File: config.mk
export PLATFORM = sky130hd
export DESIGN_NAME = aie_top
export DESIGN_NICKNAME = d
export VERILOG_FILES = /design/src/common/aie_pkg.sv /design/src/common/aie_evt_if.sv /design/src/aie_early_flags.sv /design/src/aie_top.sv
export VERILOG_INCLUDE_DIRS = /design/src /design/src/common
export SDC_FILE = /design/constraint.sdc
export NUM_CORES = 1
export LEC_CHECK = 0
export BUFFER_PORTS_ARGS = -buffer_cell sky130_fd_sc_hd__buf_2
export CORE_MARGIN = 3
export CORE_UTILIZATION = 47
export DETAILED_ROUTE_END_ITERATION = 7
export PLACE_DENSITY = 0.77
export RECOVER_POWER = 100
export SETUP_SLACK_MARGIN = 0.1
export SLEW_MARGIN = 25
export SYNTH_ARGS = -nofsm -noshare
export SYNTH_HDL_FRONTEND = slang
export SYNTH_SLANG_ARGS = --single-unit
File: constraint.sdc
create_clock -name pclk -period 1.6 [get_ports pclk]
set_input_delay 0.24 -clock pclk [delete_from_list [all_inputs] [get_ports pclk]]
set_output_delay 0.24 -clock pclk [all_outputs]
set_load 0.005 [all_outputs]
File: src/common/aie_defs.svh
`ifndef AIE_DEFS_SVH
`define AIE_DEFS_SVH

// ----------------------------------------------------------------------------
// Sizes
// ----------------------------------------------------------------------------
`define AIE_NUM_IN     45
`define AIE_HI_BITS    13
`define AIE_ADDR_W     8

// ----------------------------------------------------------------------------
// Register byte offsets
// ----------------------------------------------------------------------------
`define AIE_OFF_IEN_LO  8'h00
`define AIE_OFF_IEN_HI  8'h04
`define AIE_OFF_EST_LO  8'h08
`define AIE_OFF_EST_HI  8'h0c
`define AIE_OFF_EIEN_LO 8'h10
`define AIE_OFF_EIEN_HI 8'h14
`define AIE_OFF_EISEL   8'h18

// ----------------------------------------------------------------------------
// Field positions and reset values
// ----------------------------------------------------------------------------
`define AIE_SEL_W       3
`define AIE_SEL_C1_LSB  0
`define AIE_SEL_SH_LSB  4
`define AIE_RST_WORD    32'h0000_0000
`define AIE_RST_SEL     3'h0

`endif

File: src/common/aie_pkg.sv
`include "aie_defs.svh"

package aie_pkg;

    // ------------------------------------------------------------------------
    // Types
    // ------------------------------------------------------------------------
    typedef logic [`AIE_NUM_IN-1:0] aie_vec_t;
    typedef logic [31:0]            aie_word_t;
    typedef enum logic {AIE_BUS_IDLE, AIE_BUS_ACCESS} aie_bus_st_t;

    // Bits of input enable registers present on a package variant
    function automatic aie_vec_t aie_ien_mask(input int pins);
        aie_vec_t m;
        m = '1;
        if (pins <= 64) begin
            m[31:19] = '0;
            m[42:32] = '0;
        end else if (pins <= 100) begin
            m[42:35] = '0;
        end
        return m;
    endfunction

    // Bits of early status registers present on a package variant
    function automatic aie_vec_t aie_est_mask(input int pins);
        aie_vec_t m;
        m = '1;
        if (pins <= 64) begin
            m[31:19] = '0;
            m[44:32] = '0;
        end else if (pins <= 100) begin
            m[44:35] = '0;
        end
        return m;
    endfunction

    // Byte-lane merge of a write into an old word
    function automatic aie_word_t aie_merge(input aie_word_t old_w, input aie_word_t new_w,
                                            input logic [3:0] strb);
        aie_word_t r;
        r = old_w;
        for (int b = 0; b < 4; b++) begin
            if (strb[b]) begin
                r[b*8 +: 8] = new_w[b*8 +: 8];
            end
        end
        return r;
    endfunction

endpackage

File: src/common/aie_evt_if.sv
`timescale 1ns/1ps
`include "aie_defs.svh"

// Early flag events and state between the top and the flag store
interface aie_evt_if;
    logic [`AIE_NUM_IN-1:0] set_ev;
    logic [`AIE_NUM_IN-1:0] clr_ev;
    logic [`AIE_NUM_IN-1:0] flags;

    modport src  (output set_ev, output clr_ev, input flags);
    modport sink (input set_ev, input clr_ev, output flags);
endinterface

File: src/aie_early_flags.sv
`timescale 1ns/1ps
`include "aie_defs.svh"

module aie_early_flags
    import aie_pkg::*;
#(
    parameter aie_vec_t PRESENT = '1
) (
    // Clock and reset
    input wire logic   pclk,
    input wire logic   presetn,
    // Event side
    aie_evt_if.sink    ev
);
    import aie_pkg::*;

    aie_vec_t flag_q;
    aie_vec_t next_flag;

    // ------------------------------------------------------------------------
    // Flag update, set beats clear, absent inputs stay zero
    // ------------------------------------------------------------------------
    always_comb begin
        next_flag = ((flag_q & ~ev.clr_ev) | ev.set_ev) & PRESENT;
    end

    // Flag registers
    always_ff @(posedge pclk or negedge presetn) begin
        if (!presetn) begin
            flag_q <= '0;
        end else begin
            flag_q <= next_flag;
        end
    end

    assign ev.flags = flag_q;
endmodule // aie_early_flags

File: src/aie_top.sv
`timescale 1ns/1ps
`include "aie_defs.svh"

// What this block does
// Result ready plus enable raises input interrupt
// High registers bits 31..13 read zero
// Early flag hardware set, hardware cleared, read-only
// Early flag interrupts only with early enable
// Class 1 inputs time flag by own select
// Shared inputs time flag by shared select
// Higher inputs exist only on larger packages, except input enable bits 43 and 44
// Absent inputs read zero, ignore writes
module aie_top
    import aie_pkg::*;
#(
    parameter int       PKG_PINS    = 144,
    parameter aie_vec_t CLASS1_MASK = 45'h0000_0000_003f
) (
    // Clock and reset
    input  wire logic                       pclk,
    input  wire logic                       presetn,
    // APB slave
    input  wire logic                       psel,
    input  wire logic                       penable,
    input  wire logic                       pwrite,
    input  wire logic [`AIE_ADDR_W-1:0]     paddr,
    input  wire logic [31:0]                pwdata,
    input  wire logic [3:0]                 pstrb,
    output logic [31:0]                     prdata,
    output logic                            pready,
    output logic                            pslverr,
    // Converter status
    input  wire aie_pkg::aie_vec_t          result_ready_flag,
    input  wire aie_pkg::aie_vec_t          conv_active,
    input  wire aie_pkg::aie_vec_t          result_read,
    input  wire logic [`AIE_SEL_W-1:0]      class1_stage,
    input  wire logic [`AIE_SEL_W-1:0]      shared_stage,
    // Interrupt requests per input
    output aie_pkg::aie_vec_t               input_irq,
    output aie_pkg::aie_vec_t               early_irq
);
    import aie_pkg::*;

    localparam aie_vec_t IEN_MASK = aie_ien_mask(PKG_PINS);
    localparam aie_vec_t EST_MASK = aie_est_mask(PKG_PINS);

    // ------------------------------------------------------------------------
    // Declarations
    // ------------------------------------------------------------------------
    aie_bus_st_t            bus_st;
    aie_bus_st_t            next_bus_st;
    aie_vec_t               input_irq_enable_bit;
    aie_vec_t               next_ien;
    aie_vec_t               early_irq_enable;
    aie_vec_t               next_eien;
    logic [`AIE_SEL_W-1:0]  sel_class1;
    logic [`AIE_SEL_W-1:0]  next_sel_class1;
    logic [`AIE_SEL_W-1:0]  sel_shared;
    logic [`AIE_SEL_W-1:0]  next_sel_shared;
    logic [31:0]            next_prdata;
    logic                   next_pready;
    logic                   next_pslverr;
    aie_vec_t               next_input_irq;
    aie_vec_t               next_early_irq;
    aie_vec_t               set_class1;
    aie_vec_t               set_shared;
    aie_vec_t               early_ready_flag;
    logic                   hit;
    logic [31:0]            rd_word;
    logic                   wr_en;
    aie_word_t              ien_hi_merged;
    aie_word_t              eien_hi_merged;

    aie_evt_if ev ();

    // ------------------------------------------------------------------------
    // Early flag store
    // ------------------------------------------------------------------------
    aie_early_flags #(
        .PRESENT (EST_MASK)
    ) u_flags (
        .pclk    (pclk),
        .presetn (presetn),
        .ev      (ev.sink)
    );

    assign early_ready_flag = ev.flags;

    // Early event timing by converter class
    always_comb begin
        set_class1 = conv_active & CLASS1_MASK &
                     {`AIE_NUM_IN{class1_stage == sel_class1}};
        set_shared = conv_active & ~CLASS1_MASK &
                     {`AIE_NUM_IN{shared_stage == sel_shared}};
    end

    assign ev.set_ev = set_class1 | set_shared;
    assign ev.clr_ev = result_read;

    // ------------------------------------------------------------------------
    // APB decode and read mux
    // ------------------------------------------------------------------------
    always_comb begin
        hit     = 1'b1;
        rd_word = `AIE_RST_WORD;
        case (paddr)
            `AIE_OFF_IEN_LO: begin
                rd_word = input_irq_enable_bit[31:0];
            end
            `AIE_OFF_IEN_HI: begin
                rd_word[`AIE_HI_BITS-1:0] = input_irq_enable_bit[44:32];
            end
            `AIE_OFF_EST_LO: begin
                rd_word = early_ready_flag[31:0];
            end
            `AIE_OFF_EST_HI: begin
                rd_word[`AIE_HI_BITS-1:0] = early_ready_flag[44:32];
            end
            `AIE_OFF_EIEN_LO: begin
                rd_word = early_irq_enable[31:0];
            end
            `AIE_OFF_EIEN_HI: begin
                rd_word[`AIE_HI_BITS-1:0] = early_irq_enable[44:32];
            end
            `AIE_OFF_EISEL: begin
                rd_word[`AIE_SEL_C1_LSB +: `AIE_SEL_W] = sel_class1;
                rd_word[`AIE_SEL_SH_LSB +: `AIE_SEL_W] = sel_shared;
            end
            default: begin
                hit = 1'b0;
            end
        endcase
    end

    assign wr_en = psel && penable && pready && pwrite && hit;

    // Byte-lane merge of the high enable words, cut to the implemented bits later
    assign ien_hi_merged  = aie_merge({19'h0, input_irq_enable_bit[44:32]},
                                      pwdata, pstrb);
    assign eien_hi_merged = aie_merge({19'h0, early_irq_enable[44:32]},
                                      pwdata, pstrb);

    // ------------------------------------------------------------------------
    // Bus handshake and register next values
    // ------------------------------------------------------------------------
    always_comb begin
        next_bus_st     = bus_st;
        next_pready     = 1'b0;
        next_pslverr    = 1'b0;
        next_prdata     = prdata;
        next_ien        = input_irq_enable_bit;
        next_eien       = early_irq_enable;
        next_sel_class1 = sel_class1;
        next_sel_shared = sel_shared;
        case (bus_st)
            AIE_BUS_IDLE: begin
                if (psel && !penable) begin
                    next_bus_st  = AIE_BUS_ACCESS;
                    next_pready  = 1'b1;
                    next_pslverr = !hit;
                    next_prdata  = (pwrite || !hit) ? `AIE_RST_WORD : rd_word;
                end
            end
            AIE_BUS_ACCESS: begin
                next_bus_st = AIE_BUS_IDLE;
            end
            default: begin
                next_bus_st = AIE_BUS_IDLE;
            end
        endcase
        if (wr_en) begin
            case (paddr)
                `AIE_OFF_IEN_LO: begin
                    next_ien[31:0] = aie_merge(input_irq_enable_bit[31:0], pwdata, pstrb);
                end
                `AIE_OFF_IEN_HI: begin
                    next_ien[44:32] = ien_hi_merged[`AIE_HI_BITS-1:0];
                end
                `AIE_OFF_EIEN_LO: begin
                    next_eien[31:0] = aie_merge(early_irq_enable[31:0], pwdata, pstrb);
                end
                `AIE_OFF_EIEN_HI: begin
                    next_eien[44:32] = eien_hi_merged[`AIE_HI_BITS-1:0];
                end
                `AIE_OFF_EISEL: begin
                    if (pstrb[0]) begin
                        next_sel_class1 = pwdata[`AIE_SEL_C1_LSB +: `AIE_SEL_W];
                        next_sel_shared = pwdata[`AIE_SEL_SH_LSB +: `AIE_SEL_W];
                    end
                end
                default: begin
                    next_ien = input_irq_enable_bit;
                end
            endcase
        end
        next_ien  = next_ien & IEN_MASK;
        next_eien = next_eien & EST_MASK;
    end

    // ------------------------------------------------------------------------
    // Interrupt gating
    // ------------------------------------------------------------------------
    always_comb begin
        next_input_irq = result_ready_flag & input_irq_enable_bit;
        next_early_irq = early_ready_flag & early_irq_enable;
    end

    // Registers
    always_ff @(posedge pclk or negedge presetn) begin
        if (!presetn) begin
            bus_st               <= AIE_BUS_IDLE;
            pready               <= 1'b0;
            pslverr              <= 1'b0;
            prdata               <= `AIE_RST_WORD;
            input_irq_enable_bit <= '0;
            early_irq_enable     <= '0;
            sel_class1           <= `AIE_RST_SEL;
            sel_shared           <= `AIE_RST_SEL;
            input_irq            <= '0;
            early_irq            <= '0;
        end else begin
            bus_st               <= next_bus_st;
            pready               <= next_pready;
            pslverr              <= next_pslverr;
            prdata               <= next_prdata;
            input_irq_enable_bit <= next_ien;
            early_irq_enable     <= next_eien;
            sel_class1           <= next_sel_class1;
            sel_shared           <= next_sel_shared;
            input_irq            <= next_input_irq;
            early_irq            <= next_early_irq;
        end
    end
endmodule // aie_top

=== Yosys cells after proc, flatten, opt, wreduce, memory -nomap -nowiden ===
Index checks and enable logic that the tools add are counted.
Widths: inputs -> output; s select.

* Flip-flop bits (word level): 266
* Input bits: 190
* Word-level logic and storage cells: 74

* Eq/ne operators: 8
* Muxes and demuxes: 12
* Bitwise gates (word level): 9
* Reduce and logical (&&, ||, !) cells: 24

{| class="wikitable"
|+ Operators with widths
! operator !! number
|-
| $and 45x45->45 || 4
|-
| $or 45x45->45 || 2
|-
| $pmux 19 s3 || 1
|-
| $and 6x45->45 || 1
|-
| $not 45->45 || 1
|-
| $pmux 3 s7 || 2
|-
| $reduce_and 3->1 || 13
|-
| $pmux 6 s6 || 1
|-
| $mux 32 || 1
|-
| $eq 8x5->1 const B || 3
|-
| $eq 8x4->1 const B || 2
|-
| $eq 8x3->1 const B || 1
|-
| $logic_not 8->1 || 1
|-
| $reduce_or 7->1 || 1
|-
| $eq 3x3->1 || 2
|-
| $pmux 1 s6 || 1
|-
| $logic_and 1x1->1 || 5
|-
| $mux 1 || 5
|-
| $logic_not 1->1 || 2
|-
| $pmux 1 s2 || 1
|-
| $reduce_and 2->1 || 1
|-
| $logic_or 1x1->1 || 1
|-
| $not 1->1 || 1
|}

=== Longest topological paths before layout ===
* Depth in word-level cells: 6
* Mapped depth: 8

=== Hierarchy ===
Synthesis repeated with hierarchy kept, for this count alone.

* Cells, all modules: 855
* Area, all modules: 10794.1 um^2

{| class="wikitable"
|+ Modules (own cells, without submodules)
! module !! instances !! cells an instance !! area each (um^2)
|-
| aie_top || 1 || 720 || 9161.3
|-
| aie_early_flags || 1 || 135 || 1632.8
|}

=== Least setup slack after synthesis ===
No wires, ideal clock.

* Path type: input-to-reg
* From: input paddr[2]
* To: register input_irq_enable_bit[15]
* Library setup time: 125 ps
* Data arrival time: 1914 ps
* Path slack: -439 ps
* Stages: 6
* Buffers on the path: 1
* Path through: buf_6 or3_4 or2_4 nor4_4 nand2_4 mux2_4

* Longest elaborated chain between the ends: 5
* Elaborated cells on any way between the ends: 11
* Classes of those cells: eq/ne: 6; mux: 1; reduce/logical: 4

{| class="wikitable"
|+ Ends and longest elaborated chain
! element !! line !! source
|-
| start, declared || aie_top.sv:26 || <nowiki>input wire logic [`AIE_ADDR_W-1:0] paddr,</nowiki>
|-
| $eq 8x5->1 (tied with other cells) || aie_top.sv:106 || <nowiki>case (paddr)</nowiki>
|-
| $reduce_or 7->1 (no line) || - ||
|-
| $mux 1 || aie_top.sv:106 ||
|-
| $logic_and 1x1->1 || aie_top.sv:135 || <nowiki>assign wr_en = psel && penable && pready && pwrite && hit;</nowiki>
|-
| $reduce_and 3->1 (no line) (*) || - ||
|-
| end signal, assigned || aie_top.sv:226 || <nowiki>input_irq_enable_bit <= next_ien;</nowiki>
|-
| end, declared || aie_top.sv:52 || <nowiki>aie_vec_t input_irq_enable_bit;</nowiki>
|}

Mark *: on every way between the ends. The rest lies on a longest branch, timed or not.
A chain may end at the register's enable or synchronous reset.

==> results.ini <==
[status]
run_status=finished, violations left
failed_checks=negative setup slack

[setup_path]
startpoint=bus_st
path_delay_family=simple AND/OR/NAND/NOR gates
crit_chain=nand4_1 > or2_4 > nor3_2 > nand3_1 > buf_4 > mux2_2
worstPathMaxFanout=5
cp.depth=6
cp-end-kind=register
path_class=reg2reg
r2r.worst_path.cells=6
worstSetupEndpoint=input_irq_enable_bit[42]
crit_buf_inv=1
r2r-end=input_irq_enable_bit[42]
start_kind=register
arrival_ns=2.16
worstPathRequired_ns=2.01
reg2reg_from=bus_st
max_stage_delay_ns=0.34
crit_slowest_cell=dfrtp_1
reg2reg_slack_ns=-0.15

[clocking]
h-tree-depth=1
cts_buffers=28
cts_tree=done
clk_latency_ns=0.53
clk_pin_slew_worst_paths_ns=0.06
clock-root-buffer=clkbuf_16
cts.sinks=265
cts_max_path_buffers=3

[pwr]
p_leak_nw=7.83
finalPower_mw=14.9
powerDensity_nw_per_um2=944
vdd_drop_max_mv=0.808

[synth]
syn_nets=1054
ys_async_sr_fraction_pct=100
synthFlopType=dfrtp_1
yosys-top-cells-area=dfrtp_1, mux2_2, and2_1, o21ai_0, mux2i_1
synth_seq_cells=265
synth_xor_area_share_pct=0.495
synthAdderAreaFrac_pct=0
synth_edf_count=0
syn_area_um2=10600
synth_cells=864
synth_top_cell_by_area=dfrtp_1
synth.distinct_cells=44
synth_mux_area_share_pct=15.6
synthSimpleGateAreaFrac_pct=12.1
synth-compound-area-share_pct=6.52
yosysWarnings=0
syn_avg_cell_area_um2=12.3
synth_top_area_share_pct=62.5
synth_top_family_by_area=multiplexers
ys_seq_area_share_pct=62.5

[die]
initial_utilization_pct=48.2
io_pins=314
die-area_um2=24400
core-area_um2=22000
rows=54
die_x_um=156
die_y_um=156

[global_route]
grt_pass1_vias=9910
grt_pass1_wl_um=53100
antenna_found_initial=4
grt_overflow_total=0
grt_max_degree=53
groute.usage.overall_pct=27.7

[timing]
setup_ws_ns=-0.149
hold_viol=0
max_slew.worst_pin.slew_ns=0.787
relSlewSlack_pct=47.6
period_share_pct=109
slew_violations=0
rsz0062_at_grt=true
setup_viol=83
fin_skew_ns=0.00833
min_period_ns=1.75
fmax_mhz=572

[final_layout]
areaGrowthSynthToFinish_pct=48.4
nets=1595
drive_above_1_share_pct=31.9
final_util_pct=71.5
fill_cells=1480

[placement]
gp_congestion=0.908
dp_hpwl_um=21600
place_ws_ns=-0.375
io_buffer_count=313

[drt]
drt_iter0_drc=492
via_per_inst=5.18
vias=8855
post_drt_wl_per_cell_um=19.9
antenna_left=0
dr.pass1.iters=5
drc=0
wirelength_um=34000

[hold_path]
hold_class=in2reg

[job]
maxCapViolCount=0

==> worst register-to-register path: cells and delay by family (launching register included) <==
kind	cells	cell delay, ns
AND/OR/NAND/NOR	4	0.82
flip-flops	1	0.34
buffers and inverters	1	0.18
multiplexers	1	0.28
==> timing repair <==
action | 4_1_cts | 5_1_grt
hold buffers | 165 | 0
gates resized for setup | 27 | 5
pin swaps | 9 | 3
buffers inserted | 0 | 0
endpoints found under the setup margin | 96 | 134
endpoints found under the hold margin | 208 | 0
==> stage by stage <==
stage | instance area, µm² | instances | setup TNS [ns] | hold WS, ns
floorplan | 10800 | 864 | -16.60 | -0.0556
global placement | 13200 | 1490 | -27.76 | 0.203
detailed placement | 13200 | 1490 | -32.75 | 0.207
CTS | 15900 | 1705 | -8.53 | 0.000211
global route | 15700 | 1709 | -18.08 | 0.00741
finish | 15700 | 1711 | -8.19 | 0.0290
==> worst min-delay path by stage <==
stage | end | cells after the start | startpoint
after floorplan | bus_st | 0 | presetn
after global placement | early_irq_enable[36] | 1 | presetn
after detailed placement | u_flags.ev.flags[36] | 1 | presetn
after CTS | input_irq_enable_bit[8] | 2 | pwdata[8]
after global routing | input_irq_enable_bit[8] | 2 | pwdata[8]
final | input_irq_enable_bit[8] | 2 | pwdata[8]
==> power by group <==
part | internal, mW | leakage, nW | total [mW] | switching [mW]
Clock | 4.29 | 0.482 | 6.89 | 2.59
Combinational | 0.598 | 3.67 | 1.15 | 0.549
Sequential | 6.77 | 3.68 | 6.83 | 0.0597
==> Yosys cell counts, types with 4 or more instances <==
| master | number |
|---|---|
| a21oi_1 | 23 |
| a22o_1 | 5 |
| a22oi_1 | 7 |
| and2_1 | 91 |
| and3_1 | 5 |
| buf_1 | 5 |
| buf_2 | 6 |
| clkbuf_1 | 18 |
| dfrtp_1 | 265 |
| inv_1 | 47 |
| mux2_2 | 97 |
| mux2i_1 | 34 |
| mux4_2 | 5 |
| nand2_1 | 88 |
| nand2_4 | 4 |
| nor2_1 | 31 |
| nor2b_1 | 4 |
| nor3_1 | 7 |
| o21ai_0 | 82 |
| xor2_1 | 6 |
==> cells by family after synthesis <==
| logic type | after synthesis |
|---|---|
| flip-flops | 265 |
| AND/OR/NAND/NOR | 247 |
| multiplexers | 143 |
| AO/OA/AOI/OAI | 126 |
| buffers and inverters | 77 |
| XOR/XNOR | 6 |
==> flip-flops by register name (all words and copies together) (netlist names) <==
register              cells
input_irq                45
sel_class1                3
prdata                   32
early_irq                45
u_flags.ev.flags         45
early_irq_enable         45
input_irq_enable_bit     45
sel_shared                3
bus_st                    1
pslverr                   1
==> per-layer routing <==
metal	vias to the layer above	global-route usage, %	routed length, µm
met1	4398	33.6	13200
met2	353	48.2	17200
li1	4007	-	-
met3	97	5.17	1970
met5	-	0	0
met4	0	12.6	1590
==> layout by cell type, fill, tap and decap left out, drive strengths merged, types with 2 or more instances in the layout <==
cell / instances
a31oi: 2
a22oi: 7
dlygate4sd3: 165
mux4: 6
buf: 272
mux2i: 34
nor4: 2
xor2: 6
or3: 3
diode: 6
a21oi: 23
clkbuf: 145
nand4: 2
a22o: 5
nand2: 92
nor3: 7
nand3: 3
a2bb2oi: 2
mux2: 103
bufinv: 5
dfrtp: 265
nor2: 31
clkinv: 4
or2: 3
inv: 47
nor2b: 4
and2: 91
o21ai: 82
and3: 5
==> cell type report <==
class	instances	area (µm²)	area share [%]
sequential	265	6630	42.1
multi-input combinational	522	3980	25.3
timing repair buffer	541	3620	23.0
clock buffer	41	811	5.15
tap	280	350	2.22
inverter	47	176	1.12
clock inverter	9	170	1.08
antenna	6	15.0	0.0953
Note: power is estimated with default switching activity, not from simulation.
